## src/pkg/twi_target_pkg.sv

```systemverilog
package twi_target_pkg;

    // ------------------------------------------------------------
    // Frame layout
    // ------------------------------------------------------------
    localparam int BYTE_BITS = 8;
    localparam int ADDR_BITS = 7;
    localparam logic [3:0] BIT_CNT_ZERO = 4'h0;
    localparam logic [3:0] BIT_CNT_FULL = 4'h8;
    localparam logic DIR_WRITE = 1'b0;
    localparam logic DIR_READ = 1'b1;
    localparam logic [7:0] SHIFT_RESET = 8'h00;
    localparam logic [6:0] OWN_ADDR_DEFAULT = 7'h3B;

    // ------------------------------------------------------------
    // Timing
    // ------------------------------------------------------------
    localparam int CLK_PERIOD_NS = 40;
    localparam int DATA_SETUP_NS = 250;
    localparam int SETUP_CYC_INT = (DATA_SETUP_NS + CLK_PERIOD_NS - 1) / CLK_PERIOD_NS;
    localparam logic [3:0] SETUP_CYC = SETUP_CYC_INT[3:0];
    localparam logic [3:0] SETUP_ZERO = 4'h0;

    // ------------------------------------------------------------
    // Types
    // ------------------------------------------------------------
    typedef struct packed {
        logic scl;
        logic sda;
    } lines_t;

    typedef enum logic [2:0] {
        ST_IDLE,
        ST_ADDR,
        ST_ADDR_ACK,
        ST_WR_DATA,
        ST_WR_ACK,
        ST_TX_WAIT,
        ST_RD_DATA,
        ST_RD_ACK
    } tgt_state_t;

endpackage

```

## src/verilog/twi_target.sv

```systemverilog
`timescale 1ns/1ps

// Behaviour
// - Each byte is eight data bits plus one acknowledge bit.
// - Bytes shift most significant bit first; every byte gets an acknowledge slot.
// - A receiver may hold the clock low; transmitter resumes after release.
// - START is data falling while clock is high.
// - STOP is data rising while clock is high.
// - First byte carries seven address bits then a direction bit.
// - Direction zero means master writes; one means master reads.
// - Data changes only while clock is low, except START and STOP.
// - Master clocks the acknowledge slot; transmitter releases data there.
// - Acknowledging receiver holds data low through the acknowledge pulse.
// - Unaddressed slave leaves data high; master then sends STOP.
// - Slave transmitter releases data after master's not-acknowledge.
module twi_target
    import twi_target_pkg::*;
#(
    parameter logic [6:0] OWN_ADDR = OWN_ADDR_DEFAULT
) (
    input wire logic clk,
    input wire logic rst_n,
    input wire logic scl_i,
    output logic scl_o,
    output logic scl_oe,
    input wire logic sda_i,
    output logic sda_o,
    output logic sda_oe,
    input wire logic [7:0] tx_data,
    input wire logic tx_valid,
    output logic tx_taken,
    output logic [7:0] rx_data,
    output logic rx_valid,
    input wire logic rx_ready,
    output logic selected,
    output logic bus_busy
);

    // ------------------------------------------------------------
    // Line synchronisers and condition detection
    // ------------------------------------------------------------
    lines_t meta_r;
    lines_t sync_r;
    lines_t prev_r;

    always_ff @(posedge clk or negedge rst_n) begin
        if (!rst_n) begin
            meta_r <= '{scl: 1'b1, sda: 1'b1};
            sync_r <= '{scl: 1'b1, sda: 1'b1};
            prev_r <= '{scl: 1'b1, sda: 1'b1};
        end else begin
            meta_r <= '{scl: scl_i, sda: sda_i};
            sync_r <= meta_r;
            prev_r <= sync_r;
        end
    end

    logic scl_rise;
    logic scl_fall;
    logic start_det;
    logic stop_det;

    assign scl_rise = sync_r.scl && !prev_r.scl;
    assign scl_fall = !sync_r.scl && prev_r.scl;
    assign start_det = sync_r.scl && prev_r.scl && prev_r.sda && !sync_r.sda;
    assign stop_det = sync_r.scl && prev_r.scl && !prev_r.sda && sync_r.sda;

    // ------------------------------------------------------------
    // Bus monitor
    // ------------------------------------------------------------
    logic busy_r;

    always_ff @(posedge clk or negedge rst_n) begin
        if (!rst_n) begin
            busy_r <= 1'b0;
        end else if (start_det) begin
            busy_r <= 1'b1;
        end else if (stop_det) begin
            busy_r <= 1'b0;
        end
    end

    // ------------------------------------------------------------
    // Frame engine
    // ------------------------------------------------------------
    tgt_state_t state_r;
    logic [3:0] bit_cnt_r;
    logic [7:0] shift_r;
    logic dir_r;
    logic sel_r;
    logic sda_oe_r;
    logic scl_oe_r;
    logic [3:0] setup_r;
    logic [7:0] rx_data_r;
    logic rx_valid_r;
    logic tx_taken_r;
    logic low_r;
    logic [7:0] shift_nxt;

    assign shift_nxt = {shift_r[6:0], 1'b0};

    // Pad data level is always low; only the enables move
    always_ff @(posedge clk or negedge rst_n) begin
        if (!rst_n) begin
            low_r <= 1'b0;
        end else begin
            low_r <= 1'b0;
        end
    end

    always_ff @(posedge clk or negedge rst_n) begin
        if (!rst_n) begin
            state_r <= ST_IDLE;
            bit_cnt_r <= BIT_CNT_ZERO;
            shift_r <= SHIFT_RESET;
            dir_r <= DIR_WRITE;
            sel_r <= 1'b0;
            sda_oe_r <= 1'b0;
            scl_oe_r <= 1'b0;
            setup_r <= SETUP_ZERO;
            rx_data_r <= SHIFT_RESET;
            rx_valid_r <= 1'b0;
            tx_taken_r <= 1'b0;
        end else begin
            rx_valid_r <= 1'b0;
            tx_taken_r <= 1'b0;
            if (stop_det) begin
                state_r <= ST_IDLE;
                sel_r <= 1'b0;
                sda_oe_r <= 1'b0;
                scl_oe_r <= 1'b0;
            end else if (start_det) begin
                // Repeated START restarts addressing too
                state_r <= ST_ADDR;
                bit_cnt_r <= BIT_CNT_ZERO;
                sel_r <= 1'b0;
                sda_oe_r <= 1'b0;
                scl_oe_r <= 1'b0;
            end else begin
                unique case (state_r)
                    ST_IDLE: begin
                        sda_oe_r <= 1'b0;
                        scl_oe_r <= 1'b0;
                    end
                    ST_ADDR: begin
                        if (scl_rise) begin
                            shift_r <= {shift_r[6:0], sync_r.sda};
                            bit_cnt_r <= bit_cnt_r + 4'h1;
                        end else if (scl_fall && bit_cnt_r == BIT_CNT_FULL) begin
                            dir_r <= shift_r[0];
                            if (shift_r[7:1] == OWN_ADDR) begin
                                sda_oe_r <= 1'b1;
                                sel_r <= 1'b1;
                                state_r <= ST_ADDR_ACK;
                            end else begin
                                state_r <= ST_IDLE;
                            end
                        end
                    end
                    ST_ADDR_ACK: begin
                        if (scl_fall) begin
                            sda_oe_r <= 1'b0;
                            bit_cnt_r <= BIT_CNT_ZERO;
                            if (dir_r == DIR_READ) begin
                                scl_oe_r <= 1'b1;
                                state_r <= ST_TX_WAIT;
                            end else begin
                                state_r <= ST_WR_DATA;
                            end
                        end
                    end
                    ST_WR_DATA: begin
                        // Stretch from the last acknowledge ends once the user can take a byte
                        if (scl_oe_r && rx_ready) begin
                            scl_oe_r <= 1'b0;
                        end
                        if (scl_rise) begin
                            shift_r <= {shift_r[6:0], sync_r.sda};
                            bit_cnt_r <= bit_cnt_r + 4'h1;
                        end else if (scl_fall && bit_cnt_r == BIT_CNT_FULL) begin
                            rx_data_r <= shift_r;
                            rx_valid_r <= 1'b1;
                            sda_oe_r <= 1'b1;
                            state_r <= ST_WR_ACK;
                        end
                    end
                    ST_WR_ACK: begin
                        if (scl_fall) begin
                            sda_oe_r <= 1'b0;
                            bit_cnt_r <= BIT_CNT_ZERO;
                            scl_oe_r <= !rx_ready;
                            state_r <= ST_WR_DATA;
                        end
                    end
                    ST_TX_WAIT: begin
                        // Clock held low until a byte is ready and data has settled
                        if (setup_r != SETUP_ZERO) begin
                            setup_r <= setup_r - 4'h1;
                            if (setup_r == 4'h1) begin
                                scl_oe_r <= 1'b0;
                                state_r <= ST_RD_DATA;
                            end
                        end else if (tx_valid) begin
                            shift_r <= tx_data;
                            sda_oe_r <= !tx_data[BYTE_BITS - 1];
                            tx_taken_r <= 1'b1;
                            setup_r <= SETUP_CYC;
                        end
                    end
                    ST_RD_DATA: begin
                        if (scl_rise) begin
                            bit_cnt_r <= bit_cnt_r + 4'h1;
                        end else if (scl_fall) begin
                            if (bit_cnt_r == BIT_CNT_FULL) begin
                                sda_oe_r <= 1'b0;
                                state_r <= ST_RD_ACK;
                            end else begin
                                shift_r <= shift_nxt;
                                sda_oe_r <= !shift_nxt[BYTE_BITS - 1];
                            end
                        end
                    end
                    ST_RD_ACK: begin
                        if (scl_rise) begin
                            shift_r[0] <= sync_r.sda;
                        end else if (scl_fall) begin
                            bit_cnt_r <= BIT_CNT_ZERO;
                            if (!shift_r[0]) begin
                                scl_oe_r <= 1'b1;
                                state_r <= ST_TX_WAIT;
                            end else begin
                                sel_r <= 1'b0;
                                state_r <= ST_IDLE;
                            end
                        end
                    end
                endcase
            end
        end
    end

    assign scl_o = low_r;
    assign sda_o = low_r;
    assign scl_oe = scl_oe_r;
    assign sda_oe = sda_oe_r;
    assign tx_taken = tx_taken_r;
    assign rx_data = rx_data_r;
    assign rx_valid = rx_valid_r;
    assign selected = sel_r;
    assign bus_busy = busy_r;

endmodule

```

## config.mk

```make
export PLATFORM = sky130hd
export DESIGN_NAME = twi_target
export DESIGN_NICKNAME = d
export VERILOG_FILES = /design/src/pkg/twi_target_pkg.sv /design/src/verilog/twi_target.sv
export SDC_FILE = /design/constraint.sdc
export NUM_CORES = 1
export LEC_CHECK = 0
export BUFFER_PORTS_ARGS = -buffer_cell sky130_fd_sc_hd__buf_2
export CAP_MARGIN = 15
export CORE_MARGIN = 3
export CORE_UTILIZATION = 46
export CTS_CLUSTER_DIAMETER = 200
export DETAILED_ROUTE_END_ITERATION = 6
export GPL_ROUTABILITY_DRIVEN = 0
export PLACE_DENSITY = 0.76
export SLEW_MARGIN = 20
export SYNTH_ARGS = -nofsm -noshare
export SYNTH_HDL_FRONTEND = slang
export SYNTH_SLANG_ARGS = --single-unit
export TNS_END_PERCENT = 30
```

## constraint.sdc

```tcl
create_clock -name clk -period 3.3 [get_ports clk]
set_input_delay 0.495 -clock clk [delete_from_list [all_inputs] [get_ports clk]]
set_output_delay 0.495 -clock clk [all_outputs]
set_load 0.03 [all_outputs]
```

==> flow_summary.ini <==
[detailed_routing]
postRouteWirelength_mm = 4.64
avgRoutedWirePerCell_um = 14.0
dr.pass1.iters = 4
top_layer = met4
wl_met2_mm = 2.08
wirelength_met1_mm = 2.27
drc = 0
vias = 1812
viasPerCell = 5.47
drt_iter0_drc = 235
antenna_left = 0
wl_met3_um = 259

[worst_setup_path]
crit_buf_inv = 0
crit_family = flip-flops
crit_type = flop to flop
cp_max_fo = 27
critPathMaxStageDelay_ns = 0.84
cp_data_required_time_ns = 3.49
endpoint_kind = flop
critPathSlowestCell = dfrtp_1
cp.arrival_ns = 2.57
path_cells = nand3b_1, a21oi_1, a31oi_1, nand3_1, mux2_2
cp-start-kind = flop

[timing]
fin_skew_ns = 0.00420
setup_viol = 0
rsz0062_at_grt = false
slew_violations = 0
worst_slew_pin_slew_ns = 0.873
period_minus_slack_ns = 2.38
slew_headroom = 0.418
timing_hold_violations_final = 0
fmax_ghz = 0.421
setup_tns_ns = 0
post-route-period-util = 0.720

[global_routing]
grt_pass1_wl_mm = 7.89
gr-total-overflow = 0
antenna_found_initial = 0
grt_pass1_vias = 1618
grt_max_degree = 41
grt_usage = 0.165

[synthesis]
ys_warn_count = 0
synth_cells = 244
async_flop_share = 1.00
netlist_area_um2 = 2280
syn_avg_cell_area_um2 = 9.35
ys_ff_latch = 40
seq_area_frac_synth = 0.442
yosysUniqueCellTypes = 56
synth-edff-count = 0
synth_flop_cell = dfrtp_1

[cts]
worstSkewPairLatency_ns = 0.30
cts_setup_buffers = 0
cts_root_buf = clkbuf_8
cts_buffers = 5
cts_buffer_depth = 2
ctsHoldBuffers = 0
cts_sinks = 40
cts_tree = yes
cts_resized = 0
clock_tree.htree_level_count = 2
path_clk_slew_ns = 0.08

[floorplan]
core_area_um2 = 4560
die_w_um = 76.4
die-area_um2 = 5840
pin_count = 30
die_h_um = 76.4
rows = 24
start_util = 0.500

[cells_and_area]
final_util = 0.558
layout.nets = 284
fill_cells = 423
final_cell_mix = 40 x nand2_1, 34 x dfrtp_1, 27 x buf_2, 19 x mux2_2, 18 x o21ai_0
drive_above_1_share = 0.256
areaGrowthSynthToFinish_pct = 11.6
antenna_cells = 0
layout_commonest_cell = nand2_1

[pwr]
ir_drop_v = 0.000379
p_leak_nw = 1.20
power.density_nw_per_um2 = 459

[place]
port_buffers = 27
dp_hpwl_mm = 3.31

[flow_run]
maxCapViolations = 0

[status]
outcome = complete, no violations

[hold_path]
hold_class = input pin to flop
-- power by group --
group          switching (mW)  internal (mW)  leakage [nW]  total (mW)
Combinational          0.0754         0.0706         0.623       0.146
Clock                   0.177          0.247        0.0614       0.424
Sequential             0.0607          0.536         0.520       0.597
-- registers in the layout, summed over array words and instances, names as in the netlist --
signal,flops
tx_taken,1
bus_busy,1
selected,1
rx_valid,1
sda_oe,1
dir_r,1
prev_r,2
setup_r,4
meta_r,2
bit_cnt_r,4
shift_r,8
state_r,3
rx_data,8
sync_r,2
scl_oe,1
-- worst paths after layout --
path	startpoint	to	slack (ns)	cells past startpoint
worst max-delay path	state_r[1]	state_r[1]	0.92	5
worst min-delay path	sda_i	meta_r[0]	0.29	1
worst max register to register	state_r[1]	state_r[1]	0.92	5
worst min register to register	meta_r[1]	sync_r[1]	0.36	0
max in group asynchronous	rst_n	selected	2.44	1
min in group asynchronous	rst_n	state_r[1]	0.31	1
-- kinds of logic after synthesis --
kind of cell	share of synthesized area
and+or+nand+nor	0.217
AOI/OAI and AO/OA	0.139
DFF	0.442
buffers and inverters	0.0504
muxes	0.107
adders and majority gates	0.0274
xor gates and xnor gates	0.0154
other	0.00164
-- Yosys cell counts (2+ instances only) --
master,count,share of area
inv_1,10,0.016
ha_1,5,0.027
buf_2,5,0.011
a21boi_0,3,0.0099
dfrtp_1,34,0.37
nand2_1,40,0.066
xnor2_1,2,0.0077
mux2_2,19,0.094
o22a_1,2,0.0077
o2bb2ai_1,2,0.0077
buf_1,2,0.0033
or4_1,2,0.0066
nand4_1,2,0.0055
nor2b_1,4,0.011
clkbuf_1,3,0.0049
nor3_1,3,0.0066
nor2_1,17,0.028
dfstp_2,6,0.069
nand2b_1,2,0.0055
nand3b_1,5,0.016
a211oi_1,2,0.0066
xor2_1,2,0.0077
mux2i_1,3,0.013
a21oi_1,12,0.026
nand3_1,5,0.011
nor2_2,2,0.0055
o21ai_0,18,0.039
buf_4,3,0.0099
or2_2,2,0.0055
-- per-layer routing --
metal,up-vias,GRT usage
met2,57,0.242
met5,-,0
met3,4,0.0485
met1,859,0.241
met4,0,0.0326
li1,892,-
-- worst register-to-register path: stages, from the launching register on --
cell and delay (ns):
dfrtp_1 0.84, nand3b_1 0.30, a21oi_1 0.43, a31oi_1 0.14, nand3_1 0.22, mux2_2 0.35
-- per-stage QoR --
| step | setup WS, ns | total power, mW | cells | hold slack [ns] | area (um^2) |
|---|---|---|---|---|---|
| floorplan | 1.36 | 0.700 | 245 | 0.199 | 2290 |
| global route | 0.790 | 1.23 | 331 | 0.273 | 2550 |
| CTS | 1.00 | 1.18 | 331 | 0.287 | 2550 |
| detailed placement | 1.02 | 0.751 | 323 | 0.347 | 2420 |
| global placement | 1.02 | 0.746 | 323 | 0.347 | 2420 |
| finish | 0.922 | 1.17 | 331 | 0.293 | 2550 |
-- area by class of cell --
cell class,count,area (um^2),area share
Clock inverter,2,38.8,0.0152
Clock buffer,6,82.6,0.0324
Multi-Input combinational cell,181,1160,0.457
Sequential cell,40,1010,0.396
Timing Repair Buffer,27,135,0.0531
Inverter,10,37.5,0.0147
Tap cell,65,81.3,0.0319
Power figures use the tool's default switching activity.
